**src/rtl/sad_pkg.sv**
```systemverilog
// sad_pkg: constants and types for the segment and scale-index-base decoder.
// assumes a core with 32-bit general registers and six segment registers.
package sad_pkg;

  // ----------------------------------------------------------------
  // field positions
  // ----------------------------------------------------------------
  localparam int MOD_HI   = 7;
  localparam int MOD_LO   = 6;
  localparam int RM_HI    = 2;
  localparam int RM_LO    = 0;
  localparam int SS_HI    = 7;
  localparam int SS_LO    = 6;
  localparam int IDX_HI   = 5;
  localparam int IDX_LO   = 3;
  localparam int BASE_HI  = 2;
  localparam int BASE_LO  = 0;

  // ----------------------------------------------------------------
  // special codes
  // ----------------------------------------------------------------
  localparam logic [1:0] MOD_NODISP = 2'h0;
  localparam logic [1:0] MOD_D8     = 2'h1;
  localparam logic [1:0] MOD_D32    = 2'h2;
  localparam logic [1:0] MOD_REG    = 2'h3;
  localparam logic [2:0] RM_SIB     = 3'h4;
  localparam logic [2:0] IDX_NONE   = 3'h4;
  localparam logic [1:0] SS_X1      = 2'h0;
  localparam logic [2:0] BASE_ESP   = 3'h4;
  localparam logic [2:0] BASE_EBP   = 3'h5;

  // ----------------------------------------------------------------
  // types
  // ----------------------------------------------------------------
  typedef enum logic [2:0] {
    SAD_SEG_ES   = 3'h0,
    SAD_SEG_CS   = 3'h1,
    SAD_SEG_SS   = 3'h2,
    SAD_SEG_DS   = 3'h3,
    SAD_SEG_FS   = 3'h4,
    SAD_SEG_GS   = 3'h5,
    SAD_SEG_NONE = 3'h7
  } sad_seg_e;

  typedef enum logic [2:0] {
    SAD_R_EAX = 3'h0,
    SAD_R_ECX = 3'h1,
    SAD_R_EDX = 3'h2,
    SAD_R_EBX = 3'h3,
    SAD_R_ESP = 3'h4,
    SAD_R_EBP = 3'h5,
    SAD_R_ESI = 3'h6,
    SAD_R_EDI = 3'h7
  } sad_gpr_e;

  typedef enum logic [1:0] {
    SAD_D_NONE = 2'h0,
    SAD_D_8    = 2'h1,
    SAD_D_16   = 2'h2,
    SAD_D_32   = 2'h3
  } sad_disp_e;

  typedef struct packed {
    logic        valid;
    sad_seg_e    seg2;
    sad_seg_e    seg3;
    logic        sib_present;
    logic [1:0]  scale_shift;
    logic        index_used;
    sad_gpr_e    index_reg;
    logic        base_used;
    sad_gpr_e    base_reg;
    sad_seg_e    def_seg;
    sad_disp_e   disp_size;
    logic [31:0] disp;
    logic        ea_undef;
  } sad_dec_s;

  localparam sad_dec_s DEC_RESET = '{
    valid: 1'b0, seg2: SAD_SEG_ES, seg3: SAD_SEG_ES, sib_present: 1'b0,
    scale_shift: 2'h0, index_used: 1'b0, index_reg: SAD_R_EAX,
    base_used: 1'b0, base_reg: SAD_R_EAX, def_seg: SAD_SEG_DS,
    disp_size: SAD_D_NONE, disp: 32'h0000_0000, ea_undef: 1'b0};

endpackage : sad_pkg

```
**src/rtl/sad_decode.sv**
```systemverilog
// sad_decode: registered decode of segment-select fields and the scale-index-base byte.
// assumes fetch hands over whole bytes on the core clock, displacement bytes already gathered.
`timescale 1ns/1ns
`default_nettype none
module sad_decode
  import sad_pkg::*;
(
  input  wire logic        sys_clk_i,
  input  wire logic        rst_b_i,
  input  wire logic        valid_i,
  input  wire logic        addr32_i,
  input  wire logic [1:0]  seg_select_two_bit_i,
  input  wire logic [2:0]  seg_select_three_bit_i,
  input  wire logic [7:0]  modrm_i,
  input  wire logic [7:0]  sib_i,
  input  wire logic [31:0] disp_raw_i,
  output logic             valid_o,
  output logic [2:0]       seg2_o,
  output logic [2:0]       seg3_o,
  output logic             sib_present_o,
  output logic [1:0]       scale_shift_o,
  output logic             index_used_o,
  output logic [2:0]       index_reg_o,
  output logic             base_used_o,
  output logic [2:0]       base_reg_o,
  output logic [2:0]       def_seg_o,
  output logic [1:0]       disp_size_o,
  output logic [31:0]      disp_o,
  output logic             ea_undef_o
);

  // ----------------------------------------------------------------
  // decode
  // ----------------------------------------------------------------
  sad_dec_s   dec_reg;
  sad_dec_s   dec_next;
  logic [1:0] mod_f;
  logic [2:0] rm_f;
  logic [1:0] ss_f;
  logic [2:0] idx_f;
  logic [2:0] base_f;

  assign mod_f  = modrm_i[MOD_HI:MOD_LO];
  assign rm_f   = modrm_i[RM_HI:RM_LO];
  assign ss_f   = sib_i[SS_HI:SS_LO];
  assign idx_f  = sib_i[IDX_HI:IDX_LO];
  assign base_f = sib_i[BASE_HI:BASE_LO];

  always_comb
  begin
    dec_next       = DEC_RESET;
    dec_next.valid = valid_i;
    dec_next.seg2  = sad_seg_e'({1'b0, seg_select_two_bit_i});
    case (seg_select_three_bit_i)
      3'h6, 3'h7: dec_next.seg3 = SAD_SEG_NONE;
      default:    dec_next.seg3 = sad_seg_e'(seg_select_three_bit_i);
    endcase
    dec_next.sib_present = addr32_i && (rm_f == RM_SIB) && (mod_f != MOD_REG);
    if (dec_next.sib_present)
    begin
      // scale code doubles as a left-shift amount
      dec_next.scale_shift = ss_f;
      dec_next.index_used  = (idx_f != IDX_NONE);
      dec_next.index_reg   = sad_gpr_e'(idx_f);
      dec_next.ea_undef    = (idx_f == IDX_NONE) && (ss_f != SS_X1);
      dec_next.base_reg    = sad_gpr_e'(base_f);
      dec_next.base_used   = 1'b1;
      dec_next.def_seg     = SAD_SEG_DS;
      case (mod_f)
        MOD_NODISP:
        begin
          dec_next.disp_size = SAD_D_NONE;
          if (base_f == BASE_ESP)
            dec_next.def_seg = SAD_SEG_SS;
          if (base_f == BASE_EBP)
          begin
            dec_next.base_used = 1'b0;
            dec_next.disp_size = SAD_D_32;
          end
        end
        MOD_D8, MOD_D32:
        begin
          dec_next.disp_size = (mod_f == MOD_D8) ? SAD_D_8 : SAD_D_32;
          if ((base_f == BASE_ESP) || (base_f == BASE_EBP))
            dec_next.def_seg = SAD_SEG_SS;
        end
        default:
          dec_next.disp_size = SAD_D_NONE;
      endcase
      case (dec_next.disp_size)
        SAD_D_8:  dec_next.disp = {{24{disp_raw_i[7]}}, disp_raw_i[7:0]};
        SAD_D_32: dec_next.disp = disp_raw_i;
        default:  dec_next.disp = 32'h0000_0000;
      endcase
    end
  end

  always_ff @(posedge sys_clk_i)
  begin
    if (!rst_b_i)
      dec_reg <= DEC_RESET;
    else
      dec_reg <= dec_next;
  end

  assign valid_o       = dec_reg.valid;
  assign seg2_o        = dec_reg.seg2;
  assign seg3_o        = dec_reg.seg3;
  assign sib_present_o = dec_reg.sib_present;
  assign scale_shift_o = dec_reg.scale_shift;
  assign index_used_o  = dec_reg.index_used;
  assign index_reg_o   = dec_reg.index_reg;
  assign base_used_o   = dec_reg.base_used;
  assign base_reg_o    = dec_reg.base_reg;
  assign def_seg_o     = dec_reg.def_seg;
  assign disp_size_o   = dec_reg.disp_size;
  assign disp_o        = dec_reg.disp;
  assign ea_undef_o    = dec_reg.ea_undef;
endmodule : sad_decode
`default_nettype wire

```
**config.mk**
```make
export PLATFORM = sky130hd
export DESIGN_NAME = sad_decode
export DESIGN_NICKNAME = d
export VERILOG_FILES = /design/src/rtl/sad_pkg.sv /design/src/rtl/sad_decode.sv
export SDC_FILE = /design/constraint.sdc
export NUM_CORES = 1
export LEC_CHECK = 0
export BUFFER_PORTS_ARGS = -buffer_cell sky130_fd_sc_hd__buf_4
export CAP_MARGIN = 25
export CORE_ASPECT_RATIO = 1.75
export CORE_MARGIN = 2
export CORE_UTILIZATION = 40
export CTS_CLUSTER_DIAMETER = 30
export CTS_CLUSTER_SIZE = 24
export DETAILED_ROUTE_END_ITERATION = 16
export GPL_TIMING_DRIVEN = 0
export HOLD_SLACK_MARGIN = 0.06
export PLACE_DENSITY = 0.72
export SLEW_MARGIN = 20
export SYNTH_ARGS = -nofsm -noshare
export SYNTH_HDL_FRONTEND = slang
export SYNTH_SLANG_ARGS = --single-unit
```
**constraint.sdc**
```tcl
create_clock -name sys_clk_i -period 2.1 [get_ports sys_clk_i]
set_input_delay 0.105 -clock sys_clk_i [delete_from_list [all_inputs] [get_ports sys_clk_i]]
set_output_delay 0.105 -clock sys_clk_i [all_outputs]
set_load 0.01 [all_outputs]
```
==> impl_metrics.csv, run 1 <==
group,metric,value,unit
layout,final_cell_mix,"111 x buf_4, 53 x dfxtp_1, 25 x nand3_1, 24 x nand2_1, 24 x a31oi_1",
layout,utilization,69.09,%
logic_synthesis,yosysTopAreaCell,"dfxtp_1",
clock_network,cts_tree,"done",
critical_path,end_kind,"flop",
placed_design,place.detailed.hpwl,3504,um
outcome,status,"complete, no violations",
sta,maxSlewViolCount,0,
routing,wirelength,5132,um
sta,rsz0062_at_grt,"false",
routing,avgViaCountPerCell,4.782,
floorplanning,start_util,41.69,%
placed_design,routabilityCongestion,0.7459,
critical_path,worstSetupStartpointType,"primary input",
sta,finalHoldViolations,0,
logic_synthesis,syn_avg_cell_area,9.804,um2
placed_design,portBuffers,106,
power,p_per_area,663.8,nW/um2
run,max-cap-violations,0,
floorplanning,core-area,4444,um2
logic_synthesis,synth_area,1853,um2
layout,drive_gt1_share,39.26,%
global_routing,grt_pass1_vias,1669,
routing,drt_iter0_drc,39,
layout,nNetsFinal,385,
logic_synthesis,ys_ff_latch,53,
layout,area_growth,65.70,%
power,leakagePower,0.001400,uW
critical_path,critPathMaxFanout,11,
logic_synthesis,ys_warn_count,0,
global_routing,grt_pass1_wl,8017,um
worst_hold_path,hold_class,"in2reg",
clock_network,cts_resized,0,
routing,drtPass1Iterations,4,
clock_network,clockBufferDepth,2,
routing,ant_nets,0,
clock_network,clockRootBuffer,"clkbuf_8",
routing,drc_errors,0,
layout,fillers,365,
sta,finalCritPeriodShare,78.74,%
routing,vias,1803,
clock_network,post-cts-setup-buffer-count,0,
critical_path,required,2.34,ns
routing,routedWlPerCell,13.61,um
logic_synthesis,ys_seq_area_share,57.26,%
clock_network,htree_levels,2,
clock_network,cts_hold_buf,22,
floorplanning,ios,113,
logic_synthesis,netlist_instances,189,
critical_path,crit_type,"in2reg",
clock_network,clk_pin_slew,0.09,ns
layout,antennaDiodeCount,0,
floorplanning,die-area,5215,um2
sta,final.min_clock_period,1.653,ns
clock_network,cts_buffers,5,
critical_path,worstSetupEndpoint,"disp_o[27]$_SDFF_PN0_",
global_routing,gr-usage-all-layers,19.53,%
logic_synthesis,ys_top_cells_by_area,"dfxtp_1 57%, a31oi_1 8.1%, and2_1 7.1%, nand3_1 6.8%, nand2_1 4.9%",
power,ir_drop,0.6199,mV
sta,fmax,604.8,MHz
global_routing,grt_max_degree,17,
logic_synthesis,synth_cell_types,24,
global_routing,antenna_found_initial,0,
layout,final_common_cell,"buf_4",
floorplanning,die_w,55.45,um
floorplanning,die_y,94.04,um
logic_synthesis,synth_top_area_share,57.26,%
sta,tns,0,ns
global_routing,overflow,0,
critical_path,cp-startpoint,"modrm_i[7]",
clock_network,cts_sinks,53,
floorplanning,rows,32,
critical_path,critPathArrivalTime,1.89,ns
sta,setup-violations-final,0,
==> worst min-delay path by stage <==
stage,from,to,slack (ns),cells past startpoint
floorplan,sib_i[5],index_used_o$_SDFF_PN0_,0.19,1
global placement,sib_i[5],index_used_o$_SDFF_PN0_,0.30,2
detailed placement,sib_i[5],index_used_o$_SDFF_PN0_,0.30,2
CTS,disp_raw_i[24],disp_o[24]$_SDFF_PN0_,0.06,3
global route,disp_raw_i[28],disp_o[28]$_SDFF_PN0_,0.06,3
finish,disp_raw_i[29],disp_o[29]$_SDFF_PN0_,0.07,3
==> layout make-up <==
type | count | area, um2 | area share, %
plain buffers | 16 | 112.6 | 3.667
clock buffers | 5 | 68.82 | 2.241
clock inverters | 3 | 65.06 | 2.119
inverters | 3 | 11.26 | 0.3667
multi-input cells | 118 | 671.9 | 21.88
flip-flops and latches | 53 | 1061 | 34.56
well taps | 51 | 63.81 | 2.078
repair buffers | 128 | 1016 | 33.09
==> kinds of logic (layout without fill, tap and decap cells) <==
group | after synthesis | after routing | synth area share, %
AOI/OAI and AO/OA | 31 | 31 | 10.53
adders and majority gates | 3 | 3 | 2.026
other | 2 | 3 | 0.4053
DFF | 53 | 53 | 57.26
buffers and inverters | 19 | 155 | 6.685
and+or+nand+nor | 81 | 81 | 23.09
==> synth_stat cells <==
cell type,number
nor2b_1,2
and4b_1,1
nor2_1,5
a21oi_1,4
clkinv_1,1
nand2b_1,1
buf_2,3
inv_1,2
a31oi_1,24
and2_1,21
buf_8,2
clkbuf_1,5
nor4b_4,1
buf_4,5
o21ai_0,1
o2111a_2,1
buf_6,1
nand2_1,24
conb_1,2
o211ai_1,1
nand3_2,1
dfxtp_1,53
nand3_1,25
ha_1,3
==> layer usage <==
| metal | global-route usage, % | share of wire, % | vias up |
|---|---|---|---|
| met5 | 0 | 0 | - |
| met4 | 8.537 | 1.9 | 0 |
| met3 | 3.030 | 4.5 | 9 |
| met2 | 37.10 | 56 | 66 |
| met1 | 20.78 | 38 | 824 |
| li1 | - | - | 904 |
==> through the flow <==
step	hold WS [ns]	total power (uW)	setup slack (ns)	cells	area (um2)
floorplan	0.1935	1109	0.5341	190	1857
global placement	0.2980	1226	0.1101	347	2716
detailed placement	0.3036	1229	0.09218	347	2716
CTS	0.06226	2049	0.4259	377	3070
global route	0.06370	2117	0.2787	377	3070
finish	0.06540	2038	0.4465	377	3070
==> flip-flops by register name, summed over array words and instances, names as in the netlist <==
register	flops
index_used_o	1
base_used_o	1
ea_undef_o	1
disp_o	32
disp_size_o	2
def_seg_o	1
seg3_o	3
valid_o	1
sib_present_o	1
seg2_o	2
scale_shift_o	2
base_reg_o	3
index_reg_o	3
==> critical path, cell delays in order <==
cell      delay, ns
buf_4          0.12
clkinv_1       0.13
clkbuf_1       0.40
ha_1           0.25
and4b_1        0.20
buf_4          0.16
buf_2          0.23
nand3_1        0.10
a31oi_1        0.18
==> report_power, final <==
part           switching, uW  internal, uW
sequential              3.46          1020
clock                    323           473
combinational           90.6           132
Note: power is estimated with default switching activity, not from simulation.
==> inputs of run 2 (changes only) <==
==> constraint.sdc (replaced) <==
create_clock -name sys_clk_i -period 1.65 [get_ports sys_clk_i]
set_input_delay 0.0825 -clock sys_clk_i [delete_from_list [all_inputs] [get_ports sys_clk_i]]
set_output_delay 0.0825 -clock sys_clk_i [all_outputs]
set_load 0.01 [all_outputs]
==> impl_metrics.csv, run 2 (synthesized netlist as in run 1, its figures left out) <==
group,metric,value,unit
outcome,status,"complete, no violations",
global_routing,antenna_found_initial,0,
layout,stdcell_count,404,
critical_path,crit_top_cell,"buf_4",
placed_design,placed_cells,347,
clock_network,htree_levels,2,
routing,vias,1918,
power,leakagePower,0.001523,uW
floorplanning,core-area,4444,um2
critical_path,required,1.85,ns
clock_network,cts_buffers,5,
sta,hold_slack,0.06199,ns
sta,rsz0062_at_grt,"false",
worst_hold_path,hold_depth,3,
layout,final_cell_mix,"111 x buf_4, 53 x dfxtp_1, 49 x dlygate4sd3_1, 25 x nand3_1",
critical_path,critPathArrivalTime,1.73,ns
routing,drtPass1Iterations,4,
clock_network,clockRootBuffer,"clkbuf_8",
layout,antennaDiodeCount,0,
critical_path,critPathMaxFanout,11,
layout,nNetsFinal,412,
global_routing,grt_pass1_wl,8638,um
global_routing,gr-usage-all-layers,21.11,%
critical_path,path_cells,"buf_4 > clkinv_1 > clkbuf_2 > ha_1 > and4b_1 > buf_4 > o2111a_2 > and2_1",
sta,finalCritPeriodShare,92.62,%
critical_path,crit_type,"in2reg",
placed_design,place.detailed.hpwl,3504,um
run,max-cap-violations,0,
global_routing,overflow,0,
layout,area_growth,80.35,%
layout,largest_register_ffs,32,
critical_path,worstSetupStartpointType,"primary input",
critical_path,crit_slowest_cell,"o2111a_2",
layout,utilization,75.20,%
sta,finalHoldViolations,0,
power,p_per_area,792.8,nW/um2
routing,drt_iter0_drc,51,
layout,multi_input_area,671.9,um2
placed_design,routabilityCongestion,0.7459,
clock_network,post-cts-setup-buffer-count,0,
global_routing,grt_pass1_vias,1850,
routing,routedWlPerCell,13.58,um
floorplanning,die-area,5215,um2
critical_path,end_kind,"flop",
placed_design,portBuffers,106,
sta,maxSlewViolCount,0,
routing,avgViaCountPerCell,4.748,
sta,setup-violations-final,0,
layout,fillers,326,
global_routing,grt_max_degree,17,
routing,wirelength,5488,um
floorplanning,die_y,94.04,um
layout,final-seq-area,1061,um2
clock_network,clk_pin_slew,0.09,ns
layout,drive_gt1_share,36.54,%
sta,fmax,654.3,MHz
floorplanning,start_util,41.69,%
floorplanning,rows,32,
clock_network,cts_tree,"done",
routing,drc_errors,0,
routing,ant_nets,0,
layout,final_common_cell,"buf_4",
floorplanning,die_w,55.45,um
clock_network,clockBufferDepth,2,
sta,final.min_clock_period,1.528,ns
power,power.total,2650,uW
floorplanning,ios,113,
worst_hold_path,hold_class,"in2reg",
power,ir_drop,0.7095,mV
critical_path,crit_path_max_incr_delay,0.31,ns
clock_network,cts_sinks,53,
## run 2: cell types whose count changed in the layout (fill, tap and decap cells not counted)
| cell | delta |
|---|---|
| clkbuf_1 | -1 |
| clkbuf_2 | +1 |
| dlygate4sd3_1 | +27 |
## run 2: path summary, 6_finish.rpt
kind / startpoint / to / slack, ns
hold / removal: disp_raw_i[14] / disp_o[14]$_SDFF_PN0_ / 0.06
setup / recovery: modrm_i[7] / disp_o[2]$_SDFF_PN0_ / 0.12
## run 2: per-layer routing
metal / wire length (um) / vias to the layer above / GRT usage [%]
li1: - / 961 / -
met1: 1970 / 878 / 21.21
met2: 3157 / 68 / 41.87
met3: 232 / 11 / 2.755
met4: 127 / 0 / 9.350
met5: 0 / - / 0
## run 2: worst max-delay path, delay by kind of cell
family | cells | cell delay (ns)
simple gates | 2 | 0.37
compound gates | 1 | 0.31
buf+inv | 4 | 0.73
fa+ha+maj | 1 | 0.23
## run 2: power by group
group          internal [uW]  switching (uW)  total [uW]
Clock                    602             413        1020
Sequential              1290            4.19        1300
Combinational            210             126         336
## run 2: area by class of cell
| class | count | share of cell area (%) |
|---|---|---|
| repair buffers | 155 | 38.49 |
| flip-flops and latches | 53 | 31.75 |
| multi-input cells | 118 | 20.10 |
| plain buffers | 16 | 3.407 |
| clock buffers | 5 | 2.059 |
| clock inverters | 3 | 1.947 |
| well taps | 51 | 1.909 |
| inverters | 3 | 0.3370 |
## run 2: timing repair
action | 4_1_cts | 5_1_grt
resized for setup | 1 | 0
endpoints found under the hold margin | 46 | 0
endpoints found under the setup margin | 1 | 0
hold buffers | 49 | 0
## run 2: per-stage QoR
stage | cell area [um2] | TNS [ns] | worst slack, ns
2_1_floorplan | 1857 | 0 | 0.1066
3_3_place_gp | 2716 | -7.949 | -0.3174
3_5_place_dp | 2716 | -8.048 | -0.3353
4_1_cts | 3342 | 0 | 0.1290
5_1_grt | 3342 | 0 | 0.03760
6_report | 3342 | 0 | 0.1217
==> inputs of run 3 (changes only) <==
--- a/config.mk
+++ b/config.mk
@@ -9,13 +9,13 @@
 export CAP_MARGIN = 25
 export CORE_ASPECT_RATIO = 1.75
 export CORE_MARGIN = 2
-export CORE_UTILIZATION = 40
+export CORE_UTILIZATION = 42
 export CTS_CLUSTER_DIAMETER = 30
 export CTS_CLUSTER_SIZE = 24
 export DETAILED_ROUTE_END_ITERATION = 16
 export GPL_TIMING_DRIVEN = 0
 export HOLD_SLACK_MARGIN = 0.06
-export PLACE_DENSITY = 0.72
+export PLACE_DENSITY = 0.75
 export SLEW_MARGIN = 20
 export SYNTH_ARGS = -nofsm -noshare
 export SYNTH_HDL_FRONTEND = slang
==> impl_metrics.csv, run 3 (synthesized netlist as in run 1, its figures left out) <==
group,metric,value,unit
layout,final_cell_mix,"111 x buf_4, 53 x dfxtp_1, 50 x dlygate4sd3_1, 25 x nand3_1",
clock_network,cts_tree,"done",
power,ir_drop,0.7729,mV
sta,finalCritPeriodShare,91.55,%
floorplanning,die_w,54.21,um
critical_path,crit_slowest_cell,"o2111a_2",
placed_design,routabilityCongestion,0.6919,
clock_network,htree_levels,2,
worst_hold_path,hold_class,"in2reg",
routing,drc_errors,0,
floorplanning,rows,32,
floorplanning,ios,113,
sta,maxSlewViolCount,0,
sta,finalHoldViolations,0,
critical_path,cp.depth,8,
placed_design,portBuffers,106,
global_routing,grt_pass1_wl,8328,um
sta,setup-violations-final,0,
floorplanning,start_util,42.85,%
global_routing,overflow,0,
global_routing,gr-usage-all-layers,22.53,%
critical_path,end_kind,"flop",
sta,tns,0,ns
power,p_per_area,757.7,nW/um2
global_routing,grt_pass1_vias,1908,
routing,drt_iter0_drc,32,
routing,avgViaCountPerCell,4.686,
critical_path,cp-startpoint,"modrm_i[7]",
floorplanning,die_y,91.87,um
layout,drive_gt1_share,36.44,%
layout,nNetsFinal,413,
clock_network,clockRootBuffer,"clkbuf_8",
routing,wirelength,5291,um
outcome,status,"complete, no violations",
critical_path,critPathArrivalTime,1.71,ns
critical_path,crit_path_max_incr_delay,0.31,ns
critical_path,worstSetupStartpointType,"primary input",
routing,drtPass1Iterations,4,
layout,antennaDiodeCount,0,
routing,vias,1898,
clock_network,clk_pin_slew,0.09,ns
critical_path,critPathTopFamily,"buffers and inverters",
floorplanning,core-area,4324,um2
sta,hold_slack,0.07701,ns
routing,ant_nets,0,
clock_network,cts_buffers,5,
sta,fmax,662.0,MHz
layout,area_growth,80.15,%
sta,final.min_clock_period,1.511,ns
critical_path,critPathMaxFanout,11,
clock_network,cts_sinks,53,
power,leakagePower,0.001517,uW
layout,utilization,77.20,%
placed_design,place.detailed.hpwl,3473,um
layout,largest_register_ffs,32,
critical_path,required,1.85,ns
floorplanning,die-area,4980,um2
critical_path,path_buf_inv,4,
global_routing,antenna_found_initial,0,
routing,routedWlPerCell,13.06,um
clock_network,clockBufferDepth,2,
global_routing,grt_max_degree,17,
clock_network,post-cts-setup-buffer-count,0,
critical_path,crit_top_cell,"buf_4",
sta,rsz0062_at_grt,"false",
critical_path,path_cells,"buf_4 > clkinv_1 > clkbuf_2 > ha_1 > and4b_1 > buf_4 > o2111a_2 > and2_1",
layout,fillers,289,
critical_path,crit_type,"in2reg",
run,max-cap-violations,0,
layout,final_common_cell,"buf_4",
critical_path,worstSetupEndpoint,"disp_o[2]$_SDFF_PN0_",
run 3: timing repair:
item / in CTS / in global routing
hold buffers: 50 / 0
resized for setup: 0 / 2
endpoints found under the setup margin: 0 / 27
endpoints found under the hold margin: 46 / 0
run 3: metal layers:
layer	routed length [um]	share of wire (%)	GRT usage (%)	vias to the layer above
met5	0	0	0	-
met4	214	4.0	11.04	0
met3	244	4.6	3.583	19
met2	3029	57	41.77	72
met1	1802	34	22.26	846
li1	-	-	-	961
run 3: worst min-delay path by stage:
stage / startpoint / end / slack [ns] / cells past startpoint
2_1_floorplan: sib_i[5] / index_used_o$_SDFF_PN0_ / 0.17 / 1
3_3_place_gp: sib_i[5] / index_used_o$_SDFF_PN0_ / 0.28 / 2
3_5_place_dp: disp_raw_i[2] / disp_o[2]$_SDFF_PN0_ / 0.29 / 2
4_1_cts: disp_raw_i[16] / disp_o[16]$_SDFF_PN0_ / 0.07 / 3
5_1_grt: disp_raw_i[16] / disp_o[16]$_SDFF_PN0_ / 0.06 / 3
6_report: disp_raw_i[16] / disp_o[16]$_SDFF_PN0_ / 0.08 / 3
run 3: report_power, final:
| part | switching [uW] | internal (uW) |
|---|---|---|
| Combinational | 124 | 211 |
| Sequential | 4.52 | 1290 |
| Clock | 403 | 493 |
| Total | 532 | 2000 |
run 3: final cells by class:
cell class | count | area, um2 | share of cell area, %
Buffer | 16 | 113.9 | 3.411
Clock buffer | 6 | 82.58 | 2.474
Clock inverter | 2 | 37.54 | 1.124
Inverter | 3 | 11.26 | 0.3373
Multi-Input combinational cell | 118 | 671.9 | 20.13
Sequential cell | 53 | 1061 | 31.78
Tap cell | 51 | 63.81 | 1.912
Timing Repair Buffer | 156 | 1296 | 38.83
run 3: through the flow:
step	cell area (um2)	power [uW]	setup slack (ns)	instances
2_1_floorplan	1857	1412	0.1066	190
3_3_place_gp	2716	1559	-0.2762	347
3_5_place_dp	2716	1563	-0.2948	347
4_1_cts	3337	2542	0.01075	405
5_1_grt	3338	2628	0.01385	405
6_report	3338	2530	0.1394	405
